===== config.mk =====
export PLATFORM = sky130hd
export DESIGN_NAME = watchdog_sleep_wake_control
export DESIGN_NICKNAME = d
export VERILOG_FILES = /design/src/rtl/wdt_sleep_pkg.sv /design/src/rtl/watchdog_sleep_wake_control.sv
export SDC_FILE = /design/constraint.sdc
export NUM_CORES = 1
export LEC_CHECK = 0
export BUFFER_PORTS_ARGS = -buffer_cell sky130_fd_sc_hd__buf_2
export CAP_MARGIN = 5
export CORE_ASPECT_RATIO = 2
export CORE_MARGIN = 3
export CORE_UTILIZATION = 53
export CTS_BUF_LIST = sky130_fd_sc_hd__clkbuf_8
export CTS_CLUSTER_DIAMETER = 100
export DETAILED_ROUTE_END_ITERATION = 10
export PLACE_DENSITY_LB_ADDON = 0.1
export SLEW_MARGIN = 20
export SYNTH_ARGS = -nofsm -noshare
export SYNTH_HDL_FRONTEND = slang
export SYNTH_SLANG_ARGS = --single-unit

===== constraint.sdc =====
create_clock -name i_clock -period 2.8 [get_ports i_clock]
set_input_delay 0.7 -clock i_clock [delete_from_list [all_inputs] [get_ports i_clock]]
set_output_delay 0.7 -clock i_clock [all_outputs]
set_load 0.01 [all_outputs]

===== src/rtl/wdt_sleep_pkg.sv =====
package wdt_sleep_pkg;

  // Register byte offsets on the Avalon-MM slave
  localparam logic [3:0] OFF_PRESCALER_CTRL = 4'h0;
  localparam logic [3:0] OFF_FUSE_WORD      = 4'h4;
  localparam logic [3:0] OFF_STATUS         = 4'h8;
  localparam logic [3:0] OFF_COMMAND        = 4'hC;

  // Values after reset
  localparam logic [7:0]  PRESCALER_CTRL_RST = 8'hFF;
  localparam logic [31:0] READ_UNMAPPED      = 32'h0000_0000;

  // Field positions in timer_prescaler_control
  localparam int PSA_BIT = 3;
  localparam int PS_LSB  = 0;
  localparam int PS_W    = 3;

  // Field positions in device_fuse_word
  localparam int FUSE_WATCHDOG_ENABLE_FUSE_BIT = 3;
  localparam int FUSE_FOSC_LSB = 0;
  localparam int FUSE_FOSC_W   = 3;

  // Field positions in the status register
  localparam int STAT_TO_BIT    = 0;
  localparam int STAT_PD_BIT    = 1;
  localparam int STAT_SLEEP_BIT = 2;
  localparam int STAT_OST_BIT   = 3;
  localparam int STAT_WATCHDOG_ENABLE_FUSE_BIT  = 4;

  // Field positions in the command register
  localparam int CMD_CLEAR_WATCHDOG_INSTR_BIT = 0;
  localparam int CMD_SLEEP_BIT  = 1;

  // Oscillator mode codes in the fuse word
  localparam logic [2:0] FOSC_CRYSTAL_LOW    = 3'h0;
  localparam logic [2:0] FOSC_CRYSTAL_MEDIUM = 3'h1;
  localparam logic [2:0] FOSC_CRYSTAL_HIGH   = 3'h2;
  localparam logic [2:0] FOSC_EXTERNAL_CLOCK = 3'h3;

  // Timing
  localparam int CLOCK_HZ        = 10_000_000;
  localparam int MAIN_OSC_HZ     = CLOCK_HZ;
  localparam int WDT_PERIOD_US   = 18_000;
  localparam int WDT_OSC_HZ_DEF  = 31_250;
  localparam int OST_OSC_PERIODS = 1024;
  localparam int OST_CYCLES      = (OST_OSC_PERIODS * (CLOCK_HZ / MAIN_OSC_HZ) < 1) ? 1
                                 : OST_OSC_PERIODS * (CLOCK_HZ / MAIN_OSC_HZ);
  localparam int WDT_BASE_TICKS_DEF = (WDT_OSC_HZ_DEF * WDT_PERIOD_US) / 1_000_000;

  // Widths and vector
  localparam int WDT_CNT_W   = 16;
  localparam int PRE_W       = 7;
  localparam int OST_CNT_W   = 11;
  localparam int IRQ_SRC_N   = 6;
  localparam logic [12:0] IRQ_VECTOR = 13'h0004;

  // Power state machine
  typedef enum logic [2:0] {
    ST_RUN   = 3'b001,
    ST_SLEEP = 3'b010,
    ST_OST   = 3'b100
  } pm_state_t;

endpackage


===== src/rtl/watchdog_sleep_wake_control.sv =====
`timescale 1ns/1ps
module watchdog_sleep_wake_control #(
  parameter int WDT_BASE_TICKS = wdt_sleep_pkg::WDT_BASE_TICKS_DEF
) (
  input  wire logic                              i_clock,
  input  wire logic                              i_sys_rst,
  input  wire logic [3:0]                        i_avs_address,
  input  wire logic                              i_avs_read,
  input  wire logic                              i_avs_write,
  input  wire logic [31:0]                       i_avs_writedata,
  input  wire logic [3:0]                        i_avs_byteenable,
  output logic      [31:0]                       o_avs_readdata,
  output logic                                   o_avs_waitrequest,
  input  wire logic [7:0]                        i_fuse_word,
  input  wire logic                              i_wdt_osc,
  input  wire logic                              i_master_clear_n,
  input  wire logic [wdt_sleep_pkg::IRQ_SRC_N-1:0] i_irq_flag,
  input  wire logic [wdt_sleep_pkg::IRQ_SRC_N-1:0] i_irq_enable,
  input  wire logic                              i_global_irq_enable,
  output logic                                   o_device_reset,
  output logic                                   o_sleeping,
  output logic                                   o_osc_driver_en,
  output logic                                   o_io_hold,
  output logic                                   o_prefetch_next,
  output logic                                   o_resume,
  output logic                                   o_vector_req,
  output logic      [12:0]                       o_vector_addr,
  output logic                                   o_timeout_status_flag,
  output logic                                   o_powerdown_status_flag
);

  // Ratio select to mask of prescaler bits that must all be one
  function automatic logic [wdt_sleep_pkg::PRE_W-1:0] ratio_mask(input logic [2:0] sel);
    logic [wdt_sleep_pkg::PRE_W:0] one_hot;
    one_hot = '0;
    one_hot[sel] = 1'b1;
    ratio_mask = one_hot[wdt_sleep_pkg::PRE_W-1:0] - 7'h01;
    if (sel == 3'h0) begin
      ratio_mask = 7'h00;
    end
  endfunction

  // Crystal-type oscillator modes need the start-up timer
  function automatic logic is_crystal_mode(input logic [2:0] fosc);
    is_crystal_mode = (fosc == wdt_sleep_pkg::FOSC_CRYSTAL_LOW) ||
                      (fosc == wdt_sleep_pkg::FOSC_CRYSTAL_MEDIUM) ||
                      (fosc == wdt_sleep_pkg::FOSC_CRYSTAL_HIGH);
  endfunction

  localparam logic [wdt_sleep_pkg::WDT_CNT_W-1:0] WDT_LAST = wdt_sleep_pkg::WDT_CNT_W'(WDT_BASE_TICKS - 1);
  localparam logic [wdt_sleep_pkg::OST_CNT_W-1:0] OST_LAST =
    wdt_sleep_pkg::OST_CNT_W'(wdt_sleep_pkg::OST_CYCLES - 1);

  wdt_sleep_pkg::pm_state_t state_q;
  wdt_sleep_pkg::pm_state_t state_d;
  logic [7:0]                             prescaler_ctrl_q;
  logic [wdt_sleep_pkg::WDT_CNT_W-1:0]    wdt_cnt_q;
  logic [wdt_sleep_pkg::PRE_W-1:0]        pre_cnt_q;
  logic [wdt_sleep_pkg::OST_CNT_W-1:0]    ost_cnt_q;
  logic [2:0]                             osc_sync_q;
  logic [1:0]                             master_clear_pin_sync_q;
  logic                                   wait_q;
  logic [31:0]                            readdata_q;
  logic                                   to_q;
  logic                                   pd_q;
  logic                                   reset_q;
  logic                                   osc_en_q;
  logic                                   io_hold_q;
  logic                                   sleeping_q;
  logic                                   prefetch_q;
  logic                                   resume_q;
  logic                                   vector_q;
  logic                                   wake_irq_q;

  logic       watchdog_enable_fuse;
  logic [2:0] fosc;
  logic       prescaler_assign_select;
  logic       osc_tick;
  logic       post_tick;
  logic       expire;
  logic       master_clear_pin_low;
  logic       rst_evt;
  logic       pending;
  logic       bus_take;
  logic       cmd_wr;
  logic       clear_watchdog_instr_cmd;
  logic       sleep_cmd;
  logic       sleep_go;
  logic       leave_sleep;
  logic       ost_done;
  logic       wdt_clear;

  // Decode of configuration and events
  assign watchdog_enable_fuse        = i_fuse_word[wdt_sleep_pkg::FUSE_WATCHDOG_ENABLE_FUSE_BIT];
  assign fosc        = i_fuse_word[wdt_sleep_pkg::FUSE_FOSC_LSB +: wdt_sleep_pkg::FUSE_FOSC_W];
  assign prescaler_assign_select         = prescaler_ctrl_q[wdt_sleep_pkg::PSA_BIT];
  assign osc_tick    = osc_sync_q[1] & ~osc_sync_q[2];
  assign post_tick   = osc_tick & (~prescaler_assign_select | ((pre_cnt_q & ratio_mask(prescaler_ctrl_q[2:0]))
                       == ratio_mask(prescaler_ctrl_q[2:0])));
  assign expire      = watchdog_enable_fuse & post_tick & (wdt_cnt_q == WDT_LAST);
  assign master_clear_pin_low    = ~master_clear_pin_sync_q[1];
  assign rst_evt     = master_clear_pin_low | (expire & (state_q == wdt_sleep_pkg::ST_RUN));
  assign pending     = |(i_irq_flag & i_irq_enable);
  assign bus_take    = (i_avs_read | i_avs_write) & ~wait_q;
  assign cmd_wr      = bus_take & i_avs_write & (i_avs_address == wdt_sleep_pkg::OFF_COMMAND) &
                       i_avs_byteenable[0];
  assign clear_watchdog_instr_cmd  = cmd_wr & i_avs_writedata[wdt_sleep_pkg::CMD_CLEAR_WATCHDOG_INSTR_BIT];
  assign sleep_cmd   = cmd_wr & i_avs_writedata[wdt_sleep_pkg::CMD_SLEEP_BIT] &
                       (state_q == wdt_sleep_pkg::ST_RUN) & ~rst_evt;
  assign sleep_go    = sleep_cmd & ~pending;
  assign leave_sleep = (state_q == wdt_sleep_pkg::ST_SLEEP) & ~master_clear_pin_low & (expire | pending);
  assign ost_done    = (state_q == wdt_sleep_pkg::ST_OST) & (ost_cnt_q == OST_LAST);
  assign wdt_clear   = ~watchdog_enable_fuse | clear_watchdog_instr_cmd | sleep_go | leave_sleep |
                       (state_q == wdt_sleep_pkg::ST_OST) | rst_evt;

  // Two-stage synchronisers for the watchdog oscillator and master clear
  always_ff @(posedge i_clock or posedge i_sys_rst) begin
    if (i_sys_rst) begin
      osc_sync_q  <= 3'h0;
      master_clear_pin_sync_q <= 2'h3;
    end else begin
      osc_sync_q  <= {osc_sync_q[1:0], i_wdt_osc};
      master_clear_pin_sync_q <= {master_clear_pin_sync_q[0], i_master_clear_n};
    end
  end

  // Avalon handshake: one wait cycle, read data captured before release
  always_ff @(posedge i_clock or posedge i_sys_rst) begin
    if (i_sys_rst) begin
      wait_q     <= 1'b1;
      readdata_q <= wdt_sleep_pkg::READ_UNMAPPED;
    end else begin
      wait_q <= ~((i_avs_read | i_avs_write) & wait_q);
      if (i_avs_read && wait_q) begin
        case (i_avs_address)
          wdt_sleep_pkg::OFF_PRESCALER_CTRL: readdata_q <= {24'h000000, prescaler_ctrl_q};
          wdt_sleep_pkg::OFF_FUSE_WORD:      readdata_q <= {24'h000000, i_fuse_word};
          wdt_sleep_pkg::OFF_STATUS: begin
            readdata_q <= 32'h0000_0000;
            readdata_q[wdt_sleep_pkg::STAT_TO_BIT]    <= to_q;
            readdata_q[wdt_sleep_pkg::STAT_PD_BIT]    <= pd_q;
            readdata_q[wdt_sleep_pkg::STAT_SLEEP_BIT] <= state_q == wdt_sleep_pkg::ST_SLEEP;
            readdata_q[wdt_sleep_pkg::STAT_OST_BIT]   <= state_q == wdt_sleep_pkg::ST_OST;
            readdata_q[wdt_sleep_pkg::STAT_WATCHDOG_ENABLE_FUSE_BIT]  <= watchdog_enable_fuse;
          end
          default: readdata_q <= wdt_sleep_pkg::READ_UNMAPPED;
        endcase
      end
    end
  end

  // Timer control register, restored by every device reset
  always_ff @(posedge i_clock or posedge i_sys_rst) begin
    if (i_sys_rst) begin
      prescaler_ctrl_q <= wdt_sleep_pkg::PRESCALER_CTRL_RST;
    end else if (rst_evt) begin
      prescaler_ctrl_q <= wdt_sleep_pkg::PRESCALER_CTRL_RST;
    end else if (bus_take && i_avs_write && i_avs_byteenable[0] &&
                 i_avs_address == wdt_sleep_pkg::OFF_PRESCALER_CTRL) begin
      prescaler_ctrl_q <= i_avs_writedata[7:0];
    end
  end

  // Prescaler, counting watchdog ticks only while assigned
  always_ff @(posedge i_clock or posedge i_sys_rst) begin
    if (i_sys_rst) begin
      pre_cnt_q <= 7'h00;
    end else if (wdt_clear || !prescaler_assign_select) begin
      pre_cnt_q <= 7'h00;
    end else if (osc_tick) begin
      pre_cnt_q <= pre_cnt_q + 7'h01;
    end
  end

  // Watchdog counter on the postscaled tick
  always_ff @(posedge i_clock or posedge i_sys_rst) begin
    if (i_sys_rst) begin
      wdt_cnt_q <= 16'h0000;
    end else if (wdt_clear) begin
      wdt_cnt_q <= 16'h0000;
    end else if (post_tick) begin
      wdt_cnt_q <= (wdt_cnt_q == WDT_LAST) ? 16'h0000 : wdt_cnt_q + 16'h0001;
    end
  end

  // Power state sequencing
  always_comb begin
    state_d = state_q;
    case (state_q)
      wdt_sleep_pkg::ST_RUN: begin
        if (sleep_go) begin
          state_d = wdt_sleep_pkg::ST_SLEEP;
        end
      end
      wdt_sleep_pkg::ST_SLEEP: begin
        if (leave_sleep) begin
          state_d = is_crystal_mode(fosc) ? wdt_sleep_pkg::ST_OST : wdt_sleep_pkg::ST_RUN;
        end
      end
      wdt_sleep_pkg::ST_OST: begin
        if (ost_done) begin
          state_d = wdt_sleep_pkg::ST_RUN;
        end
      end
      default: state_d = wdt_sleep_pkg::ST_RUN;
    endcase
    if (rst_evt) begin
      state_d = wdt_sleep_pkg::ST_RUN;
    end
  end

  always_ff @(posedge i_clock or posedge i_sys_rst) begin
    if (i_sys_rst) begin
      state_q <= wdt_sleep_pkg::ST_RUN;
    end else begin
      state_q <= state_d;
    end
  end

  // Start-up timer counting main oscillator periods
  always_ff @(posedge i_clock or posedge i_sys_rst) begin
    if (i_sys_rst) begin
      ost_cnt_q <= 11'h000;
    end else if (state_q == wdt_sleep_pkg::ST_OST) begin
      ost_cnt_q <= ost_cnt_q + 11'h001;
    end else begin
      ost_cnt_q <= 11'h000;
    end
  end

  // Status flags; a time-out in the same cycle wins over a clear-watchdog
  always_ff @(posedge i_clock or posedge i_sys_rst) begin
    if (i_sys_rst) begin
      to_q <= 1'b1;
      pd_q <= 1'b1;
    end else if (expire) begin
      to_q <= 1'b0;
    end else if (sleep_go) begin
      to_q <= 1'b1;
      pd_q <= 1'b0;
    end else if (clear_watchdog_instr_cmd) begin
      to_q <= 1'b1;
      pd_q <= 1'b1;
    end
  end

  // Internal reset only; the master-clear pin is never driven
  always_ff @(posedge i_clock or posedge i_sys_rst) begin
    if (i_sys_rst) begin
      reset_q <= 1'b1;
    end else begin
      reset_q <= rst_evt;
    end
  end

  // Oscillator driver, pin hold and prefetch
  always_ff @(posedge i_clock or posedge i_sys_rst) begin
    if (i_sys_rst) begin
      osc_en_q   <= 1'b1;
      io_hold_q  <= 1'b0;
      sleeping_q <= 1'b0;
      prefetch_q <= 1'b0;
    end else begin
      osc_en_q   <= state_d != wdt_sleep_pkg::ST_SLEEP;
      io_hold_q  <= state_d != wdt_sleep_pkg::ST_RUN;
      sleeping_q <= state_d == wdt_sleep_pkg::ST_SLEEP;
      prefetch_q <= sleep_cmd;
    end
  end

  // Resume and vector requests after a non-reset wake
  always_ff @(posedge i_clock or posedge i_sys_rst) begin
    if (i_sys_rst) begin
      wake_irq_q <= 1'b0;
      resume_q   <= 1'b0;
      vector_q   <= 1'b0;
    end else begin
      if (leave_sleep) begin
        wake_irq_q <= ~expire;
      end
      resume_q <= ~rst_evt & (state_q != wdt_sleep_pkg::ST_RUN) &
                  (state_d == wdt_sleep_pkg::ST_RUN);
      vector_q <= ~rst_evt & (state_q != wdt_sleep_pkg::ST_RUN) &
                  (state_d == wdt_sleep_pkg::ST_RUN) & i_global_irq_enable &
                  (leave_sleep ? ~expire : wake_irq_q);
    end
  end

  assign o_avs_readdata          = readdata_q;
  assign o_avs_waitrequest       = wait_q;
  assign o_device_reset          = reset_q;
  assign o_sleeping              = sleeping_q;
  assign o_osc_driver_en         = osc_en_q;
  assign o_io_hold               = io_hold_q;
  assign o_prefetch_next         = prefetch_q;
  assign o_resume                = resume_q;
  assign o_vector_req            = vector_q;
  assign o_vector_addr           = wdt_sleep_pkg::IRQ_VECTOR;
  assign o_timeout_status_flag   = to_q;
  assign o_powerdown_status_flag = pd_q;
endmodule


Word level (Yosys, flattened, before mapping) --
Index checks and enable logic that the tools add are counted.
Storage, ports and cells: bits of input ports 67, flip-flop bits (word level) 93
Operators by class: muxes and demuxes 23, reduce and logical (&&, ||, !) cells 19, order comparisons 2, $add $sub $neg 4, bitwise logic cells 42, equal/unequal tests 16
Operator list (number):
- 16-bit 2-to-1 mux | 3
- 8-bit case mux with 3 select lines | 1
- 1-bit AND | 22
- 7-bit 2-to-1 mux | 3
- 16-bit by 1-bit adder with 16-bit output, second input constant | 1
- 16-bit by 10-bit == test with 1-bit output, second input constant | 1
- 8-bit 2-to-1 mux | 2
- 3-bit 2-to-1 mux | 5
- 11-bit by 1-bit adder with 11-bit output, second input constant | 1
- 11-bit by 10-bit == test with 1-bit output, second input constant | 1
- 11-bit 2-to-1 mux | 1
- 3-bit by 1-bit == test with 1-bit output, second input constant | 3
- 3-bit by 2-bit == test with 1-bit output, second input constant | 3
- 1-bit NOT | 9
- 1-bit OR | 9
- 3-bit case mux with 3 select lines | 1
- 4-bit == test, second input constant | 2
- 2-bit nonzero test | 4
- 7-bit by 1-bit adder with 7-bit output, second input constant | 1
- 7-bit AND | 1
- 7-bit == test | 1
- 7-bit by 1-bit subtractor with 7-bit output, second input constant | 1
- 6-bit AND | 1
- 3-bit logical NOT | 2
- 15 further kinds | 27

Depth between registers and ports, before layout --
Gate-level depths: netlist (run 1).
depth after elaboration 24, mapped depth 9, depth with buffers taken out 9

Least setup slack after synthesis (run 1) --
Ideal clock, no wire load.
kind in2reg, start input port i_fuse_word[3], end register pre_cnt_q[0] (netlist name), stages 7, arrival 2153 ps, setup slack 561 ps, path through or4b_2 -> nor4_1 -> nand2_1 -> o21ai_2 -> o211ai_2 -> buf_2 -> nor3_1
On the way: longest elaborated chain between the ends 13
RTL lines:
- start: declaration | RTL line watchdog_sleep_wake_control.sv:14 | input wire logic [7:0] i_fuse_word,
- 1-bit AND (2 in a row) | RTL line watchdog_sleep_wake_control.sv:100 | assign expire = watchdog_enable_fuse & post_tick & (wdt_cnt_q == WDT_LAST);
- 1-bit AND | RTL line watchdog_sleep_wake_control.sv:102 | assign rst_evt = master_clear_pin_low | (expire & (state_q == wdt_sleep_pkg::ST_RUN));
- 1-bit OR | RTL line watchdog_sleep_wake_control.sv:102
- 1-bit NOT | RTL line watchdog_sleep_wake_control.sv:109 | (state_q == wdt_sleep_pkg::ST_RUN) & ~rst_evt;
- 1-bit AND | RTL line watchdog_sleep_wake_control.sv:109
- 1-bit AND | RTL line watchdog_sleep_wake_control.sv:110 | assign sleep_go = sleep_cmd & ~pending;
- 1-bit OR (3 in a row) | RTL line watchdog_sleep_wake_control.sv:113 | assign wdt_clear = ~watchdog_enable_fuse | clear_watchdog_instr_cmd | sleep_go | leave_sleep |
- 1-bit OR (*) | RTL line watchdog_sleep_wake_control.sv:114 | (state_q == wdt_sleep_pkg::ST_OST) | rst_evt;
- 1-bit logical OR (*) | RTL line watchdog_sleep_wake_control.sv:168 | end else if (wdt_clear || !prescaler_assign_select) begin
- 7-bit 2-to-1 mux or 2-bit nonzero test (tied branches)
- end signal: assignment | RTL line watchdog_sleep_wake_control.sv:171 | pre_cnt_q <= pre_cnt_q + 7'h01;
- end: declaration | RTL line watchdog_sleep_wake_control.sv:58 | logic [wdt_sleep_pkg::PRE_W-1:0] pre_cnt_q;
Mark *: on every way between the ends. The rest lies on a longest branch, timed or not. A chain may end at the register's enable or synchronous reset.

Final worst setup path (run 1) --
start register wdt_cnt_q[0] (netlist name), end register sleeping_q (netlist: o_sleeping)
On the way: longest elaborated chain between the ends 11
RTL lines:
- start: declaration | RTL line watchdog_sleep_wake_control.sv:57 | logic [wdt_sleep_pkg::WDT_CNT_W-1:0] wdt_cnt_q;
- start signal: assignment | RTL line watchdog_sleep_wake_control.sv:182 | wdt_cnt_q <= (wdt_cnt_q == WDT_LAST) ? 16'h0000 : wdt_cnt_q + 16'h0001;
- 16-bit by 10-bit == test with 1-bit output (*) | RTL line watchdog_sleep_wake_control.sv:100
- 1-bit AND (*) | RTL line watchdog_sleep_wake_control.sv:100
- 1-bit AND (*) | RTL line watchdog_sleep_wake_control.sv:102
- 1-bit OR (*) | RTL line watchdog_sleep_wake_control.sv:102
- named net rst_evt | RTL line watchdog_sleep_wake_control.sv:82 | logic rst_evt;
- 1-bit NOT | RTL line watchdog_sleep_wake_control.sv:109
- 1-bit AND | RTL line watchdog_sleep_wake_control.sv:109
- 1-bit AND | RTL line watchdog_sleep_wake_control.sv:110
- 3-bit 2-to-1 mux | RTL line watchdog_sleep_wake_control.sv:191 | if (sleep_go) begin
- 3-bit case mux with 3 select lines | RTL line watchdog_sleep_wake_control.sv:189 | case (state_q)
- 3-bit 2-to-1 mux (*) | RTL line watchdog_sleep_wake_control.sv:207 | if (rst_evt) begin
- 3-bit by 2-bit == test with 1-bit output (*) | RTL line watchdog_sleep_wake_control.sv:266 | sleeping_q <= state_d == wdt_sleep_pkg::ST_SLEEP;
- end signal: assignment | RTL line watchdog_sleep_wake_control.sv:266
- end: declaration | RTL line watchdog_sleep_wake_control.sv:69 | logic sleeping_q;
Mark *: on every way through the listed nets, which the timed path passes. The rest lies on a longest branch.

==> results of run 1 <==
[timing repair]
item	in CTS	in global routing
buffers inserted	0	0
hold buffers	0	0
endpoints found under the setup margin	0	2
gates resized for setup	0	1
[state kept, by name, summed over array words and instances (netlist names)]
| signal | flops |
|---|---|
| o_resume | 1 |
| master_clear_pin_sync_q | 2 |
| o_device_reset | 1 |
| state_q | 3 |
| ost_cnt_q | 11 |
| o_avs_readdata | 8 |
| wake_irq_q | 1 |
| o_prefetch_next | 1 |
| o_powerdown_status_flag | 1 |
| pre_cnt_q | 7 |
| o_avs_waitrequest | 1 |
| o_io_hold | 1 |
| o_vector_req | 1 |
| o_sleeping | 1 |
| prescaler_ctrl_q | 8 |
| o_osc_driver_en | 1 |
| wdt_cnt_q | 16 |
| osc_sync_q | 3 |
| o_timeout_status_flag | 1 |
[stage by stage]
step	total power [µW]	instance area (µm²)	worst slack, ns	utilization, %	hold WS [ns]
CTS	2070	4280	0.132	63.2	0.356
global route	2130	4280	0.0138	63.2	0.357
global placement	1220	4070	0.155	60.0	0.333
detailed placement	1230	4070	0.120	60.0	0.341
floorplan	1190	3900	0.387	-	0.331
finish	2050	4280	0.183	63.2	0.354
[cell usage in the layout, fill, tap and decap left out, types with 15 or more instances in the layout]
cell type  synthesis  layout
buf_2              3      57
conb_1             2      37
dfrtp_1           53      53
dfstp_2           16      16
mux2i_1           17      17
nand2_1           42      42
nand3_1           15      15
nor2_1            36      36
nor3_1            20      20
o21ai_0           18      18
[cell families (layout without fill, tap and decap cells)]
kind of cell | count (synthesis) | after routing | synth area share, %
flops | 69 | 69 | 46.3
xor+xnor | 23 | 23 | 5.34
mux | 17 | 17 | 4.51
fa+ha+maj | 4 | 4 | 1.33
compound gates | 62 | 62 | 10.8
other cells | 2 | 37 | 0.199
buf+inv | 54 | 91 | 9.36
simple gates | 162 | 162 | 22.1
[critical path, delay by kind of cell (launching register included)]
family	cells	cell delay (ns)
adder cells (fa/ha/maj)	1	0.17
AO/OA/AOI/OAI	2	0.56
flip-flops	1	0.45
buffers and inverters	2	0.36
AND/OR/NAND/NOR	4	0.97
[path summary, 6_finish.rpt]
check	from	end	slack, ns	depth (start not counted)
max in group asynchronous	i_sys_rst	prescaler_ctrl_q[4]	2.05	3
setup / recovery	wdt_cnt_q[0]	o_sleeping	0.18	9
hold / removal	osc_sync_q[0]	osc_sync_q[1]	0.35	0
setup reg to reg	wdt_cnt_q[0]	o_sleeping	0.18	9
hold reg to reg	osc_sync_q[0]	osc_sync_q[1]	0.35	0
min in group asynchronous	i_sys_rst	ost_cnt_q[0]	0.42	3
[report_power, final]
group,total (µW),leakage (µW),internal [µW],switching (µW)
Sequential,1040,0.000899,1020,12.7
Combinational,171,0.000996,62.8,108
Clock,843,0.000110,479,363
Total,2050,0.00200,1570,484
[area by class of cell]
type                            count  area, µm²
Sequential cell                    69       1750
Inverter                            6       22.5
Clock buffer                       12        165
Timing Repair Buffer               69        388
Multi-Input combinational cell    305       1800
Clock inverter                      4       46.3
Fill cell                         614       2500
Tap cell                           88        110
[metal layers]
metal | part of all wire (%) | vias up
met1 | 37 | 1415
met5 | 0 | -
li1 | - | 1442
met4 | 3.4 | 0
met3 | 4.0 | 24
met2 | 56 | 79
==> metrics.csv, run 1 <==
stage;metric;value;unit
routing;Post-DRT Antenna Nets;0;
timing;Max Freq;382;MHz
routing;DR DRC count;0;
setup_path;CP Max Fanout;14;
timing;Final Skew;0.0106;ns
power;VDD IR max;0.428;mV
setup_path;slowest library cell on the worst path;or4b_4;
setup_path;CP startpoint kind;flip-flop;
timing;worst slew pin tran;0.656;ns
clock_network;clock slew at reported path FFs;0.07;ns
grt;GR Util met3;4.94;%
setup_path;CP Cell Sequence;ha_1 -> or4b_4 -> nor4_4 -> buf_4 -> nand2_1 -> o31a_2 -> clkinv_1 -> nor2_1 -> o21a_1;
routing;Routed Wire Length;8000;µm
grt;GRT overflow;0;
die;starting density of the core;55.6;%
placement;port bufs;57;
timing;setup total negative slack;0;ns
grt;initial antenna violation count;0;
yosys;register area share after synthesis;46.3;%
routing;via count;2960;
timing;fin crit period;2.62;ns
cells_and_area;Antenna Cells;0;
placement;Final GP Congestion;0.797;
setup_path;Crit path largest cell delay;0.49;ns
grt;first-pass GRT wire length;13300;µm
yosys;mapped cell area;3770;µm²
yosys;number of synthesized flops with an enable pin;0;
timing;final max-slew violation count;0;
timing;Slew HR;56.1;%
placement;half-perimeter wire length after placement;6100;µm
cells_and_area;Post-Layout Cell Count;553;
die;I/O pin total;122;
yosys;top cells by area, synth;dfrtp_1, dfstp_2, buf_4;
cells_and_area;Layout area overhead;13.6;%
die;core area;6780;µm²
routing;Via density;5.35;
grt;largest net degree at the start of global routing;70;
clock_network;CTS buffer count;9;
die;width of the die;65.6;µm
timing;final hold vios;0;
power;Pleak;0.00200;µW
die;Die Span Y;125;µm
clock_network;H-tree level count;3;
yosys;synth unique cells;52;
clock_network;CTS Buffer Depth;2;
timing;RSZ-0062 raised after global routing;no;
setup_path;CP Class;flip-flop to flip-flop;
run_status;outcome;finished clean;
yosys;top_reg_cell synth;dfrtp_1;
setup_path;Required @ worst endpoint;3.04;ns
cells_and_area;nets;531;
setup_path;Worst Path Arrival;2.86;ns
die;# rows;42;
yosys;Synth top area share;35.2;%
routing;WL/cell;14.5;µm
setup_path;Crit. End Element;flip-flop;
yosys;synth warn;0;
timing;Setup-failing EPs final;0;
timing;final worst path period share;93.5;%
worst_hold_path;worst min path class;flip-flop to flip-flop;
clock_network;Root Driver;clkbuf_8;
clock_network;Clock Sink Count;69;
power;PD cells;478;nW/µm²
yosys;top-count cell post-synth;dfrtp_1;
clock_network;CTS tree;yes;
yosys;mean post-synth cell area;9.60;µm²
grt;met2 Use GR;37.1;%
yosys;Async S/R FF share, synth;100;%
run;Max-Cap Viols;0;
routing;DRT Pass-1 Iters;4;
grt;total global-route track usage;20.8;%
grt;GR peak layer;met2;
placement;Cells after DPL;537;
yosys;Cells after Synth;393;
yosys;Commonest cells post-synth;dfrtp_1, nand2_1, buf_4;
yosys;register bit count reported by yosys;69;
cells_and_area;share of layout cells above drive strength 1;23.7;%
routing;DRT iter0 DRCs;112;
clock_network;clock latency on the worst-skew pair;0.35;ns
grt;M1 GR Usage;21.6;%
die;Die ar.;8220;µm²
grt;vias in the first global route;2957;
yosys;Synth area leader;dfrtp_1;
(Power assumes the default switching activity.)
==> inputs of run 2 (changes only) <==
CELL_PAD_IN_SITES_DETAIL_PLACEMENT = 0   (was not set)
CELL_PAD_IN_SITES_GLOBAL_PLACEMENT = 1   (was not set)
CORE_UTILIZATION = 39   (was 53)
HOLD_SLACK_MARGIN = 0.03   (was not set)
==> run 2 against run 1 <==
Maximum frequency up 2.7%. Sequential share of layout area is 0.55 points lower. Combinational power is essentially flat. Clock skew decreased by 0.0038 ns. Clock power is 5.6% higher. Design area increased by 1.4%. Power grew 2.5%. Sequential cell count unchanged. Hold slack better by 0.00076 ns. First-iteration DRC count shrank 29%. Largest cell class unchanged. Highest routed layer unchanged.
==> metrics.csv, run 2 (synthesized netlist as in run 1, its figures left out) <==
stage;metric;value;unit
clock_network;post_cts resized;0;
power;power consumption;2100;µW
cells_and_area;Antenna Cells;0;
setup_path;CP Class;flip-flop to flip-flop;
run_status;outcome;finished clean;
timing;Min Hold Slack;0.354;ns
clock_network;CTS Buffer Depth;2;
cells_and_area;Post-Layout Cell Count;574;
setup_path;Required @ worst endpoint;3.03;ns
grt;GRT overflow;0;
die;Die ar.;11000;µm²
power;PD cells;484;nW/µm²
timing;final worst path period share;91.0;%
grt;largest net degree at the start of global routing;28;
power;VDD IR max;0.203;mV
routing;Routed Wire Length;8830;µm
setup_path;Crit path largest cell delay;0.48;ns
timing;fin crit period;2.55;ns
cells_and_area;Largest Register;wdt_cnt_q;
timing;Slew HR;59.4;%
timing;final max-slew violation count;0;
cells_and_area;most frequent cells in the layout;buf_2, dfrtp_1, nand2_1;
clock_network;CTS tree;yes;
setup_path;Critical Path Stages;7;
routing;WL/cell;15.4;µm
grt;vias in the first global route;2996;
worst_hold_path;worst min path class;flip-flop to flip-flop;
timing;RSZ-0062 raised after global routing;no;
routing;DRT Pass-1 Iters;4;
timing;Max Freq;392;MHz
timing;Setup-failing EPs final;0;
clock_network;Root Driver;clkbuf_8;
setup_path;Crit. End Element;flip-flop;
setup_path;Worst Path Arrival;2.78;ns
cells_and_area;nets;536;
clock_network;H-tree level count;3;
setup_path;CP Max Fanout;10;
cells_and_area;share of layout cells above drive strength 1;24.5;%
cells_and_area;most common cell after layout, fill and taps aside;buf_2;
clock_network;CTS buffer count;9;
clock_network;clock latency on the worst-skew pair;0.35;ns
placement;port bufs;57;
clock_network;number of hold buffers added after cts;0;
timing;Final Skew;0.00680;ns
timing;setup total negative slack;0;ns
placement;half-perimeter wire length after placement;6910;µm
die;Die Span Y;145;µm
clock_network;clock slew at reported path FFs;0.07;ns
clock_network;Clock Sink Count;69;
run;Max-Cap Viols;0;
cells_and_area;max reg flops;16;
die;# rows;50;
routing;via count;2898;
setup_path;slowest library cell on the worst path;or4b_4;
routing;DRT iter0 DRCs;79;
timing;final hold vios;0;
grt;total global-route track usage;17.3;%
grt;initial antenna violation count;0;
die;width of the die;75.5;µm
clock_network;Setup Fix Bufs, Post-CTS;0;
setup_path;Worst path top cell family by delay;simple AND/OR/NAND/NOR gates;
cells_and_area;Layout area overhead;15.1;%
timing;worst slew pin tran;0.608;ns
power;Pleak;0.00202;µW
worst_hold_path;WHS Path Cells;0;
die;starting density of the core;40.2;%
routing;Post-DRT Antenna Nets;0;
die;I/O pin total;122;
setup_path;Buf/Inv on CP;1;
routing;DR DRC count;0;
grt;first-pass GRT wire length;14500;µm
setup_path;CP Cell Sequence;ha_1 -> or4b_4 -> nor4_4 -> a31oi_1 -> o211ai_2 -> buf_4 -> nor3_1;
placement;Final GP Congestion;0.785;
routing;Via density;5.05;
setup_path;CP startpoint kind;flip-flop;
cells_and_area;biggest regs;wdt_cnt_q (16), ost_cnt_q (11);
die;core area;9380;µm²
placement;Cells after DPL;558;
setup_path;R2R depth;7;
run 2: where the power goes:
part / switching [µW] / total [µW] / internal (µW) / leakage [µW]
Sequential: 13.6 / 1040 / 1020 / 0.000899
Combinational: 110 / 174 / 64.0 / 0.00102
Clock: 393 / 890 / 496 / 0.000105
Total: 517 / 2100 / 1580 / 0.00202
run 2: cell type report:
type                            count  area [µm²]
Clock buffer                        9         124
Clock inverter                      7        90.1
Fill cell                         959        5040
Inverter                            6        22.5
Multi-Input combinational cell    305        1800
Sequential cell                    69        1750
Tap cell                          104         130
Timing Repair Buffer               74         425
run 2: final timing paths:
kind                                             to  slack, ns          start
worst max-delay path                   pre_cnt_q[4]       0.25   wdt_cnt_q[0]
worst min-delay path                  osc_sync_q[1]       0.35  osc_sync_q[0]
worst max register to register         pre_cnt_q[4]       0.25   wdt_cnt_q[0]
worst min register to register        osc_sync_q[1]       0.35  osc_sync_q[0]
max in group asynchronous       prescaler_ctrl_q[3]       1.70      i_sys_rst
min in group asynchronous                  o_resume       0.41      i_sys_rst
run 2: routing by layer:
layer / track usage, % / part of all wire (%)
met1: 17.1 / 37
met2: 32.5 / 58
met3: 3.95 / 3.1
met4: 6.57 / 1.6
met5: 0 / 0
run 2: per-stage QoR:
step | cell area (µm²) | util [%] | setup WS [ns]
global placement | 4130 | 44.0 | 0.0939
detailed placement | 4130 | 44.0 | 0.0360
global route | 4340 | 46.3 | 0.0955
finish | 4340 | 46.3 | 0.251
CTS | 4340 | 46.3 | 0.231
floorplan | 3900 | - | 0.387
==> inputs of run 3 (changes only) <==
CORE_ASPECT_RATIO = not set   (was 2)
==> run 3 against run 2 <==
Combinational power about the same. Wire length down 6.3%. Critical path type unchanged. Worst setup slack better by 0.14 ns. Clock power down 9.3%. Sequential cell count unchanged. Register-to-register slack better by 0.14 ns. Die area down 0.65%. Count of clock-buffer cells in the layout unchanged. Sequential share of layout area up 0.093 points. Design area down 0.23%. Critical endpoint is now wdt_cnt_q[14]. Largest cell class unchanged.
==> metrics.csv, run 3 (synthesized netlist as in run 1, its figures left out) <==
stage;metric;value;unit
die;core area;9330;µm²
timing;Max Freq;415;MHz
timing;setup ws final;0.389;ns
clock_network;CTS tree;yes;
setup_path;Worst path top cell family by delay;simple AND/OR/NAND/NOR gates;
placement;port bufs;57;
timing;Min Hold Slack;0.358;ns
setup_path;CP Class;flip-flop to flip-flop;
setup_path;Crit path largest cell delay;0.49;ns
grt;GR peak layer;met2;
routing;WL/cell;13.9;µm
cells_and_area;most common cell after layout, fill and taps aside;buf_2;
cells_and_area;share of layout cells above drive strength 1;23.7;%
setup_path;CP startpoint kind;flip-flop;
clock_network;CTS buffer count;9;
timing;Setup-failing EPs final;0;
routing;Routed Wire Length;8280;µm
die;starting density of the core;40.4;%
placement;half-perimeter wire length after placement;6130;µm
grt;M1 GR Usage;22.3;%
clock_network;clock latency on the worst-skew pair;0.34;ns
placement;Final GP Congestion;0.747;
clock_network;H-tree level count;3;
cells_and_area;most frequent cells in the layout;buf_2, dfrtp_1, nand2_1;
setup_path;CP Cell Sequence;inv_1 -> ha_1 -> or4b_4 -> nor4_1 -> nand2_1 -> o21ai_2 -> o211ai_2 -> buf_12 -> a211oi_1;
cells_and_area;Antenna Cells;0;
grt;initial antenna violation count;0;
routing;DRT Pass-1 Iters;6;
setup_path;Worst Path Arrival;2.66;ns
power;Pleak;0.00200;µW
grt;vias in the first global route;2784;
setup_path;CP Max Fanout;19;
clock_network;Root Driver;clkbuf_8;
clock_network;Clock Sink Count;69;
timing;RSZ-0062 raised after global routing;no;
cells_and_area;biggest regs;wdt_cnt_q (16), ost_cnt_q (11);
routing;Post-DRT Antenna Nets;0;
timing;Slew HR;62.8;%
timing;final max-slew violation count;0;
cells_and_area;max reg flops;16;
run_status;outcome;finished clean;
cells_and_area;nets;531;
clock_network;post_cts resized;0;
cells_and_area;Layout area overhead;14.9;%
die;Die ar.;10900;µm²
clock_network;Setup Fix Bufs, Post-CTS;0;
cells_and_area;Post-Layout Cell Count;594;
die;Die Span Y;104;µm
routing;Via density;4.82;
setup_path;Buf/Inv on CP;2;
placement;Cells after DPL;578;
timing;worst slew pin tran;0.553;ns
timing;final hold vios;0;
cells_and_area;Fill cells;974;
die;# rows;35;
clock_network;CTS Buffer Depth;2;
clock_network;clock slew at reported path FFs;0.08;ns
worst_hold_path;worst min path class;flip-flop to flip-flop;
grt;GR Util met3;3.79;%
placement;pre-CTS setup slack;0.163;ns
grt;met2 Use GR;23.9;%
run;Max-Cap Viols;0;
power;PD cells;466;nW/µm²
die;I/O pin total;122;
die;width of the die;104;µm
grt;total global-route track usage;15.7;%
cells_and_area;Largest Register;wdt_cnt_q;
setup_path;slowest library cell on the worst path;or4b_4;
grt;GRT overflow;0;
timing;final worst path period share;86.1;%
timing;fin crit period;2.41;ns
timing;setup total negative slack;0;ns
routing;via count;2861;
routing;DRT iter0 DRCs;82;
timing;Final Skew;0.0113;ns
setup_path;Crit. End Element;flip-flop;
clock_network;number of hold buffers added after cts;0;
grt;largest net degree at the start of global routing;46;
grt;first-pass GRT wire length;13900;µm
power;VDD IR max;0.222;mV
routing;DR DRC count;0;
setup_path;Required @ worst endpoint;3.05;ns
==> run 3: power breakdown <==
part / internal [µW] / switching, µW / leakage (µW) / total [µW]
clock network: 414 / 393 / 0.0000996 / 807
registers: 1020 / 15.0 / 0.000899 / 1040
logic: 63.8 / 110 / 0.00100 / 174
total: 1500 / 518 / 0.00200 / 2020
==> run 3: cell type report <==
type | count | area (µm²) | share of cell area (%)
Sequential cell | 69 | 1750 | 40.3
Inverter | 6 | 22.5 | 0.520
Timing Repair Buffer | 69 | 400 | 9.24
Tap cell | 129 | 161 | 3.73
Clock inverter | 7 | 73.8 | 1.70
Multi-Input combinational cell | 305 | 1800 | 41.6
Clock buffer | 9 | 124 | 2.86
==> run 3: stage by stage <==
stage / instance area, µm² / total power [µW] / util, %
after global placement: 4130 / 1230 / 44.3
after CTS: 4330 / 2050 / 46.4
after global routing: 4330 / 2120 / 46.4
final: 4330 / 2020 / 46.4
after detailed placement: 4130 / 1230 / 44.3
after floorplan: 3900 / 1190 / -
==> run 3: routing by layer <==
layer	share of wire (%)	routed length (µm)	vias up
li1	-	-	1443
met1	48	4000	1361
met2	47	3900	49
met3	3.5	288	8
met4	1.1	87	0
met5	0	0	-
==> run 3: worst paths after layout <==
path | cells past startpoint | slack (ns) | start | end
min in group asynchronous | 2 | 0.39 | i_sys_rst | ost_cnt_q[4]
worst min register to register | 0 | 0.36 | master_clear_pin_sync_q[0] | master_clear_pin_sync_q[1]
worst max-delay path | 9 | 0.39 | wdt_cnt_q[1] | wdt_cnt_q[14]
worst max register to register | 9 | 0.39 | wdt_cnt_q[1] | wdt_cnt_q[14]
worst min-delay path | 0 | 0.36 | master_clear_pin_sync_q[0] | master_clear_pin_sync_q[1]
max in group asynchronous | 3 | 1.72 | i_sys_rst | prescaler_ctrl_q[7]
